--- src/shared/lpst_pkg.sv ---
`default_nettype none
package lpst_pkg;
  localparam int NUM_REGS = 8;
  localparam int ADDR_W = 8;
  localparam int DATA_W = 16;
  localparam logic [7:0] ADDR_DRV2 = 8'h24;
  localparam logic [7:0] ADDR_FINE = 8'h25;
  localparam logic [7:0] ADDR_A_SHAPE = 8'h30;
  localparam logic [7:0] ADDR_A_CNT = 8'h31;
  localparam logic [7:0] ADDR_DIS = 8'h34;
  localparam logic [7:0] ADDR_B_SHAPE = 8'h35;
  localparam logic [7:0] ADDR_B_CNT = 8'h36;
  localparam logic [7:0] ADDR_PER_HI = 8'h37;
  localparam int IDX_DRV2 = 0;
  localparam int IDX_FINE = 1;
  localparam int IDX_A_SHAPE = 2;
  localparam int IDX_A_CNT = 3;
  localparam int IDX_DIS = 4;
  localparam int IDX_B_SHAPE = 5;
  localparam int IDX_B_CNT = 6;
  localparam int IDX_PER_HI = 7;
  localparam logic [7:0] REG_ADDR [NUM_REGS] = '{ADDR_DRV2, ADDR_FINE,
    ADDR_A_SHAPE, ADDR_A_CNT, ADDR_DIS, ADDR_B_SHAPE, ADDR_B_CNT,
    ADDR_PER_HI};
  localparam logic [15:0] REG_RST [NUM_REGS] = '{16'h3000, 16'h630C,
    16'h0320, 16'h0818, 16'h0000, 16'h0320, 16'h0818, 16'h0000};
  localparam logic [15:0] REG_MASK [NUM_REGS] = '{16'h307F, 16'hFFDF,
    16'h1FFF, 16'hFFFF, 16'h0300, 16'h1FFF, 16'hFFFF, 16'h0303};
  localparam int EDGE_LSB = 4;
  localparam int EDGE_W = 3;
  localparam int COARSE_LSB = 0;
  localparam int COARSE_W = 4;
  localparam int SCALE_BIT = 13;
  localparam int FINE1_LSB = 0;
  localparam int FINE2_LSB = 6;
  localparam int FINE3_LSB = 11;
  localparam int FINE_W = 5;
  localparam int LEN_LSB = 8;
  localparam int LEN_W = 5;
  localparam int DELAY_LSB = 0;
  localparam int NUM_LSB = 8;
  localparam int SPACE_LSB = 0;
  localparam int BYTE_W = 8;
  localparam int SPACE_W = 10;
  localparam int HI_W = 2;
  localparam int DIS_A_BIT = 8;
  localparam int DIS_B_BIT = 9;
  localparam int PER_A_LSB = 0;
  localparam int PER_B_LSB = 8;
  localparam int US_NS = 1000;
  localparam int CLK_PERIOD_NS = 10;
  localparam int TICK_CYCLES = (US_NS + CLK_PERIOD_NS - 1) / CLK_PERIOD_NS;
  typedef enum logic [3:0] {
    ST_IDLE = 4'h1,
    ST_WAIT = 4'h2,
    ST_ON = 4'h4,
    ST_GAP = 4'h8
  } lpst_state_t;
endpackage
`default_nettype wire

--- src/shared/lpst_slot_if.sv ---
`timescale 1ns/1ps
`default_nettype none
interface lpst_slot_if;
  logic tick;
  logic start;
  logic enable;
  logic emit_off;
  logic [7:0] delay;
  logic [4:0] len;
  logic [7:0] num;
  logic [9:0] spacing;
  logic busy;
  logic pulse;
  modport ctrl(output tick, start, enable, emit_off, delay, len, num,
    spacing, input busy, pulse);
  modport timer(input tick, start, enable, emit_off, delay, len, num,
    spacing, output busy, pulse);
endinterface
`default_nettype wire

--- src/lpst_us_tick.sv ---
`timescale 1ns/1ps
`default_nettype none
module lpst_us_tick #(
  parameter int DIV = lpst_pkg::TICK_CYCLES
) (
  input wire logic clk_i,
  input wire logic rst_i,
  output logic tick_o
);
  logic [15:0] cnt;
  logic [15:0] next_cnt;
  logic next_tick;
  localparam logic [15:0] LAST = 16'(DIV - 1);

  always_comb begin
    next_tick = (cnt == LAST);
    next_cnt = next_tick ? 16'h0000 : 16'(cnt + 16'h0001);
  end

  always_ff @(posedge clk_i or posedge rst_i) begin
    if (rst_i) begin
      cnt <= 16'h0000;
      tick_o <= 1'b0;
    end else begin
      cnt <= next_cnt;
      tick_o <= next_tick;
    end
  end
endmodule
`default_nettype wire

--- src/lpst_slot_timer.sv ---
`timescale 1ns/1ps
`default_nettype none
module lpst_slot_timer (
  input wire logic clk_i,
  input wire logic rst_i,
  lpst_slot_if.timer slot
);
  lpst_pkg::lpst_state_t st;
  lpst_pkg::lpst_state_t next_st;
  logic [7:0] cnt;
  logic [7:0] next_cnt;
  logic [9:0] sp;
  logic [9:0] next_sp;
  logic [7:0] rem;
  logic [7:0] next_rem;
  logic next_pulse;
  logic next_busy;

  always_comb begin
    next_st = st;
    next_cnt = cnt;
    next_sp = sp;
    next_rem = rem;
    if (slot.tick && cnt != 8'h00) begin
      next_cnt = 8'(cnt - 8'h01);
    end
    if (slot.tick && sp != 10'h000) begin
      next_sp = 10'(sp - 10'h001);
    end
    unique case (st)
      lpst_pkg::ST_IDLE: begin
        if (slot.start && slot.num != 8'h00) begin
          next_st = lpst_pkg::ST_WAIT;
          next_cnt = slot.delay;
          next_rem = slot.num;
        end
      end
      lpst_pkg::ST_WAIT: begin
        if (cnt == 8'h00) begin
          next_st = lpst_pkg::ST_ON;
          next_cnt = {3'h0, slot.len};
          next_sp = slot.spacing;
        end
      end
      lpst_pkg::ST_ON: begin
        if (cnt == 8'h00) begin
          next_st = lpst_pkg::ST_GAP;
        end
      end
      lpst_pkg::ST_GAP: begin
        if (sp == 10'h000) begin
          if (rem == 8'h01) begin
            next_st = lpst_pkg::ST_IDLE;
          end else begin
            next_rem = 8'(rem - 8'h01);
            next_st = lpst_pkg::ST_ON;
            next_cnt = {3'h0, slot.len};
            next_sp = slot.spacing;
          end
        end
      end
    endcase
    // Only the slot enable stops a slot; emit_off only masks the pulse below.
    if (!slot.enable) begin
      next_st = lpst_pkg::ST_IDLE;
    end
    next_pulse = (next_st == lpst_pkg::ST_ON) && !slot.emit_off;
    next_busy = (next_st != lpst_pkg::ST_IDLE);
  end

  always_ff @(posedge clk_i or posedge rst_i) begin
    if (rst_i) begin
      st <= lpst_pkg::ST_IDLE;
      cnt <= 8'h00;
      sp <= 10'h000;
      rem <= 8'h00;
      slot.pulse <= 1'b0;
      slot.busy <= 1'b0;
    end else begin
      st <= next_st;
      cnt <= next_cnt;
      sp <= next_sp;
      rem <= next_rem;
      slot.pulse <= next_pulse;
      slot.busy <= next_busy;
    end
  end

  // Helper state for checking: pulses begun and count asked for.
  logic [8:0] begun;
  logic [7:0] asked;
  always_ff @(posedge clk_i or posedge rst_i) begin
    if (rst_i) begin
      begun <= 9'h000;
      asked <= 8'h00;
    end else if (st == lpst_pkg::ST_IDLE) begin
      begun <= 9'h000;
      asked <= slot.num;
    end else if (next_st == lpst_pkg::ST_ON && st != lpst_pkg::ST_ON) begin
      begun <= 9'(begun + 9'h001);
    end
  end
endmodule
`default_nettype wire

--- src/lpst_top.sv ---
`timescale 1ns/1ps
`default_nettype none
module lpst_top #(
  parameter int TICK_DIV = lpst_pkg::TICK_CYCLES
) (
  input wire logic CLK_I,
  input wire logic RST_I,
  input wire logic [7:0] REG_ADDR_I,
  input wire logic [15:0] REG_WDATA_I,
  input wire logic REG_WR_I,
  input wire logic REG_RD_I,
  output logic [15:0] REG_RDATA_O,
  output logic REG_RVALID_O,
  input wire logic SLOT_A_EN_I,
  input wire logic SLOT_B_EN_I,
  input wire logic SLOT_A_START_I,
  input wire logic SLOT_B_START_I,
  output logic LED_A_PULSE_O,
  output logic LED_B_PULSE_O,
  output logic SLOT_A_BUSY_O,
  output logic SLOT_B_BUSY_O,
  output logic [2:0] DRV2_EDGE_RATE_O,
  output logic [3:0] DRV2_COARSE_CURRENT_O,
  output logic DRV2_SCALE_FULL_O,
  output logic [4:0] DRV1_FINE_MULT_O,
  output logic [4:0] DRV2_FINE_MULT_O,
  output logic [4:0] DRV3_FINE_MULT_O
);
  logic [15:0] regs [lpst_pkg::NUM_REGS];
  logic [15:0] next_regs [lpst_pkg::NUM_REGS];
  logic [15:0] next_rdata;
  logic next_rvalid;
  logic tick;

  // Returns the register index for an address; hit flags a mapped one.
  function automatic logic [3:0] reg_lookup(input logic [7:0] addr);
    logic [3:0] res;
    res = 4'h0;
    for (int i = 0; i < lpst_pkg::NUM_REGS; i++) begin
      if (addr == lpst_pkg::REG_ADDR[i]) begin
        res = {1'b1, 3'(i)};
      end
    end
    return res;
  endfunction

  logic [3:0] wr_hit;
  logic [3:0] rd_hit;
  assign wr_hit = reg_lookup(REG_ADDR_I);
  assign rd_hit = wr_hit;

  // Masking at write time keeps reserved bits at zero on read back,
  // whatever software sends, so timing fields never see stray bits.
  always_comb begin
    for (int i = 0; i < lpst_pkg::NUM_REGS; i++) begin
      next_regs[i] = regs[i];
    end
    if (REG_WR_I && wr_hit[3]) begin
      next_regs[wr_hit[2:0]] = REG_WDATA_I & lpst_pkg::REG_MASK[wr_hit[2:0]];
    end
    next_rvalid = REG_RD_I;
    next_rdata = 16'h0000;
    if (REG_RD_I && rd_hit[3]) begin
      next_rdata = regs[rd_hit[2:0]];
    end
  end

  // Each register resets to its own value; the loop keeps them in step.
  generate
    for (genvar g = 0; g < lpst_pkg::NUM_REGS; g++) begin : g_reg
      always_ff @(posedge CLK_I or posedge RST_I) begin
        if (RST_I) begin
          regs[g] <= lpst_pkg::REG_RST[g];
        end else begin
          regs[g] <= next_regs[g];
        end
      end
    end
  endgenerate

  always_ff @(posedge CLK_I or posedge RST_I) begin
    if (RST_I) begin
      REG_RDATA_O <= 16'h0000;
      REG_RVALID_O <= 1'b0;
    end else begin
      REG_RDATA_O <= next_rdata;
      REG_RVALID_O <= next_rvalid;
    end
  end

  // Driver settings go out straight from the register flops; the analog
  // side forms the peak current from coarse, fine and scale.
  assign DRV2_EDGE_RATE_O = regs[lpst_pkg::IDX_DRV2]
    [lpst_pkg::EDGE_LSB +: lpst_pkg::EDGE_W];
  assign DRV2_COARSE_CURRENT_O = regs[lpst_pkg::IDX_DRV2]
    [lpst_pkg::COARSE_LSB +: lpst_pkg::COARSE_W];
  assign DRV2_SCALE_FULL_O =
    regs[lpst_pkg::IDX_DRV2][lpst_pkg::SCALE_BIT];
  assign DRV1_FINE_MULT_O = regs[lpst_pkg::IDX_FINE]
    [lpst_pkg::FINE1_LSB +: lpst_pkg::FINE_W];
  assign DRV2_FINE_MULT_O = regs[lpst_pkg::IDX_FINE]
    [lpst_pkg::FINE2_LSB +: lpst_pkg::FINE_W];
  assign DRV3_FINE_MULT_O = regs[lpst_pkg::IDX_FINE]
    [lpst_pkg::FINE3_LSB +: lpst_pkg::FINE_W];

  lpst_us_tick #(
    .DIV(TICK_DIV)
  ) u_tick (
    .clk_i(CLK_I),
    .rst_i(RST_I),
    .tick_o(tick)
  );

  lpst_slot_if a_if();
  lpst_slot_if b_if();

  assign a_if.tick = tick;
  assign a_if.start = SLOT_A_START_I;
  assign a_if.enable = SLOT_A_EN_I;
  assign a_if.emit_off =
    regs[lpst_pkg::IDX_DIS][lpst_pkg::DIS_A_BIT];
  assign a_if.delay = regs[lpst_pkg::IDX_A_SHAPE]
    [lpst_pkg::DELAY_LSB +: lpst_pkg::BYTE_W];
  assign a_if.len = regs[lpst_pkg::IDX_A_SHAPE]
    [lpst_pkg::LEN_LSB +: lpst_pkg::LEN_W];
  assign a_if.num = regs[lpst_pkg::IDX_A_CNT]
    [lpst_pkg::NUM_LSB +: lpst_pkg::BYTE_W];
  assign a_if.spacing = {
    regs[lpst_pkg::IDX_PER_HI][lpst_pkg::PER_A_LSB +: lpst_pkg::HI_W],
    regs[lpst_pkg::IDX_A_CNT][lpst_pkg::SPACE_LSB +: lpst_pkg::BYTE_W]
  };

  assign b_if.tick = tick;
  assign b_if.start = SLOT_B_START_I;
  assign b_if.enable = SLOT_B_EN_I;
  assign b_if.emit_off =
    regs[lpst_pkg::IDX_DIS][lpst_pkg::DIS_B_BIT];
  assign b_if.delay = regs[lpst_pkg::IDX_B_SHAPE]
    [lpst_pkg::DELAY_LSB +: lpst_pkg::BYTE_W];
  assign b_if.len = regs[lpst_pkg::IDX_B_SHAPE]
    [lpst_pkg::LEN_LSB +: lpst_pkg::LEN_W];
  assign b_if.num = regs[lpst_pkg::IDX_B_CNT]
    [lpst_pkg::NUM_LSB +: lpst_pkg::BYTE_W];
  assign b_if.spacing = {
    regs[lpst_pkg::IDX_PER_HI][lpst_pkg::PER_B_LSB +: lpst_pkg::HI_W],
    regs[lpst_pkg::IDX_B_CNT][lpst_pkg::SPACE_LSB +: lpst_pkg::BYTE_W]
  };

  // A width at or above the period still works: the gap phase is then
  // one clock, so pulses stay one cycle apart rather than the slot hanging.
  lpst_slot_timer u_slot_a (
    .clk_i(CLK_I),
    .rst_i(RST_I),
    .slot(a_if.timer)
  );

  lpst_slot_timer u_slot_b (
    .clk_i(CLK_I),
    .rst_i(RST_I),
    .slot(b_if.timer)
  );

  assign LED_A_PULSE_O = a_if.pulse;
  assign LED_B_PULSE_O = b_if.pulse;
  assign SLOT_A_BUSY_O = a_if.busy;
  assign SLOT_B_BUSY_O = b_if.busy;
endmodule
`default_nettype wire

--- config.mk ---
export PLATFORM = sky130hd
export DESIGN_NAME = lpst_top
export DESIGN_NICKNAME = d
export VERILOG_FILES = /design/src/shared/lpst_pkg.sv /design/src/shared/lpst_slot_if.sv /design/src/lpst_us_tick.sv /design/src/lpst_slot_timer.sv /design/src/lpst_top.sv
export SDC_FILE = /design/constraint.sdc
export NUM_CORES = 1
export LEC_CHECK = 0
export BUFFER_PORTS_ARGS = -buffer_cell sky130_fd_sc_hd__clkbuf_2
export CAP_MARGIN = 40
export CORE_MARGIN = 4
export CORE_UTILIZATION = 35
export DETAILED_ROUTE_END_ITERATION = 8
export GPL_TIMING_DRIVEN = 0
export SLEW_MARGIN = 20
export SYNTH_ARGS = -nofsm -noshare
export SYNTH_HDL_FRONTEND = slang
export SYNTH_HIERARCHICAL = 1
export SYNTH_SLANG_ARGS = --single-unit
--- constraint.sdc ---
create_clock -name CLK_I -period 4.7 [get_ports CLK_I]
set_input_delay 0.235 -clock CLK_I [delete_from_list [all_inputs] [get_ports CLK_I]]
set_output_delay 0.235 -clock CLK_I [all_outputs]
set_load 0.1 [all_outputs]
==> run_results.csv <==
group,metric,value,unit
yosys,synthCells,1227,
worst_setup_path,cp_slowest_stage_delay,0.62,ns
cells_and_area,antenna_cells,0,
global_route,grt.total_usage,19.4,%
yosys,ys_top_cells_by_count,"204 x dfrtp_1, 175 x nand2_1, 150 x o21ai_0",
sta,whs,0.0738,ns
clock_tree,numCtsBuffers,26,
worst_setup_path,cp.arrival,3.10,ns
yosys,synth_area,0.0116,mm²
drt,dr.pass1.iters,5,
min_path,worstHoldPathCells,3,
worst_setup_path,crit_path_end_kind,"flop",
worst_setup_path,ff2ff_setup_slack,2.08,ns
cells_and_area,drive_above_1_share,16.6,%
worst_setup_path,crit_top_cell,"buf_2",
global_route,grt_max_degree,88,
clock_tree,clkLatencyLatePin,0.55,ns
pwr,leakage,0.00618,µW
sta,grt_setup_unrepaired,"false",
global_route,grt_pass1_vias,9575,
yosys,ys_seq_area_share,49.1,%
outcome,status,"complete, no violations",
sta,slew_headroom,48.5,%
placed_design,port_buffers,74,
worst_setup_path,path_cells,"or4_1, o211a_1, buf_2, a31oi_1, buf_2, a21oi_1, o22ai_1",
worst_setup_path,crit_path_start_kind,"flop",
yosys,synthArstFlopShare,100,%
drt,drc,0,
worst_setup_path,crit_fanout,10,
clock_tree,cts_buffer_depth,3,
global_route,grt_pass1_wl,55.8,mm
yosys,ys_seq_elements,226,
sta,finalCriticalPeriod,2.62,ns
worst_setup_path,rr_worst_depth,7,
worst_setup_path,critPathSlowestCell,"or4_1",
clock_tree,root_buffer,"clkbuf_16",
cells_and_area,multi_input_area,0.00523,mm²
cells_and_area,area.growth.synth_to_final,18.2,%
min_path,hold_path_class,"in2reg",
sta,worstMarginPinSlew,0.761,ns
global_route,antenna_found_initial,2,
sta,final-hold-violation-count,0,
placed_design,gp_congestion,0.880,
yosys,yosysTopAreaCellShare,44.1,%
yosys,ys_types,79,
drt,ant_nets,0,
die,dieHeight,190,µm
pwr,p_per_area,390,mW/mm²
pwr,vdd_drop_max,0.000337,V
clock_tree,cts.repair.resized,0,
clock_tree,cts_max_level,1,
worst_setup_path,cp-startpoint,"a_if.num[4]$_DFFE_PP0P_",
sta,setup_viol,0,
job,drv_cap,0,
die,num_rows,66,
yosys,yosysTopAreaCell,"dfrtp_1",
cells_and_area,nNetsFinal,1395,
yosys,synth_flop_cell,"dfrtp_1",
min_path,min_from,"REG_ADDR_I[0]",
die,core_area,0.0325,mm²
placed_design,post-dp-hpwl,25.4,mm
worst_setup_path,cp.required,5.17,ns
global_route,grt_overflow,0,
sta,skew,0.0332,ns
drt,viasPerCell,5.48,
yosys,synth.area.top_cells,"dfrtp_1 44%, o21ai_0 6.5%, nand2_1 5.7%",
drt,routed_wl,35.3,mm
die,die_x,190,µm
clock_tree,cts_tree,"yes",
die,die_area,0.0360,mm²
clock_tree,hold_buffers,16,
yosys,avgSynthCellArea,9.43,µm²
yosys,yosysWarnings,6,
cells_and_area,register_area,0.00568,mm²
worst_setup_path,r2r_start,"a_if.num[4]$_DFFE_PP0P_",
drt,wl_per_cell,19.5,µm
sta,slew_viol_final,0,
die,ios,76,
yosys,synthMostInstantiatedCell,"dfrtp_1",
clock_tree,cts.sinks,226,
yosys,synth-edff-count,0,
cells_and_area,final_core_util,42.0,%
drt,dr_total_vias,9924,
cells_and_area,fillers,3214,
sta,fin_crit_sh,55.8,%
drt,drt-initial-drc-count,1100,
sta,fmax,0.381,GHz
yosys,syn-num-nets,1273,
clock_tree,clkTransAtPathRegs,0.06,ns
clock_tree,post-cts-setup-buffers,0,
die,start_util,35.6,%
worst_setup_path,path_class,"reg2reg",
final cells by class:
type,instances,area share (%)
Sequential cell,226,41.5
Multi-Input combinational cell,860,38.2
Clock inverter,13,1.50
Timing Repair Buffer,94,4.31
Buffer,94,3.51
Inverter,47,1.34
Clock buffer,35,5.52
Tap cell,442,4.04
final timing paths:
check                                                end
max reg2reg                  u_slot_a/rem[7]$_DFFE_PP0P_
min                        DRV2_SCALE_FULL_O$_DFFE_PP1P_
max in group asynchronous        a_if.len[1]$_DFFE_PP1P_
min reg2reg                          regs[5]$_DFFE_PP0P_
min in group asynchronous           regs[45]$_DFFE_PP0P_
max                          u_slot_a/rem[7]$_DFFE_PP0P_
state kept, by name (all words and copies together) (netlist names), 8 cells and up:
register	flops
regs	41
REG_RDATA_O	16
u_tick/cnt	16
a_if.spacing	10
b_if.spacing	10
u_slot_a/sp	10
u_slot_b/sp	10
a_if.delay	8
a_if.num	8
b_if.delay	8
b_if.num	8
u_slot_a/cnt	8
u_slot_a/rem	8
u_slot_b/cnt	8
u_slot_b/rem	8
cells in the final DEF (no fill, tap or decap), drive strengths merged, types with 9 or more instances in the layout:
master	count
dfrtp	204
nand2	175
o21ai	173
clkbuf	152
nor2	69
buf	55
inv	47
mux2i	41
nand3	39
a22oi	29
nor3	28
a21oi	26
xnor2	26
dfstp	22
o22ai	20
a31oi	19
a211oi	18
xor2	17
dlygate4sd3	16
ha	14
or3	14
nor4	14
nand4	12
mux2	10
nor4b	10
or4	9
logic make-up (layout without fill, tap and decap cells):
| logic type | count (synthesis) | after routing | synth area share (%) |
|---|---|---|---|
| multiplexers | 51 | 51 | 4.52 |
| AND/OR/NAND/NOR | 415 | 415 | 17.8 |
| adder cells (fa/ha/maj) | 14 | 14 | 1.51 |
| AO/OA/AOI/OAI | 337 | 337 | 18.1 |
| flip-flops | 226 | 226 | 49.1 |
| XOR/XNOR | 43 | 43 | 3.26 |
| buffers and inverters | 141 | 283 | 5.68 |
power by group:
part	leakage [µW]	internal, µW	switching (µW)	total [µW]
Clock	0.000478	1400	843	2240
Combinational	0.00275	292	534	826
Sequential	0.00296	2100	165	2270
routing by layer:
layer  wire length, µm  vias up  global-route usage, %
li1                  -     4605                      -
met1             16300     4879                   29.5
met2             15700      387                   29.5
met3              2730       51                   3.08
met4               620        2                   4.06
met5                 9        -                      0
worst max-delay path: cells and delay by family (launching register included):
kind                   cells  cell delay [ns]
and+or+nand+nor            1             0.62
DFF                        1             0.43
AOI/OAI and AO/OA          4             0.98
buffers and inverters      2             0.52
metrics by stage:
step | TNS, ns | area [µm²] | std cells | worst slack [ns] | total power (µW)
after floorplan | 0 | 11600 | 1227 | 0.603 | 2860
after global placement | -159.23 | 12500 | 1743 | -1.28 | 3080
after detailed placement | 0 | 12500 | 1746 | 1.64 | 3100
after CTS | 0 | 13700 | 1810 | 2.11 | 5360
after global routing | 0 | 13700 | 1811 | 1.89 | 5590
final | 0 | 13700 | 1811 | 2.08 | 5340
Power figures use the tool's default switching activity.
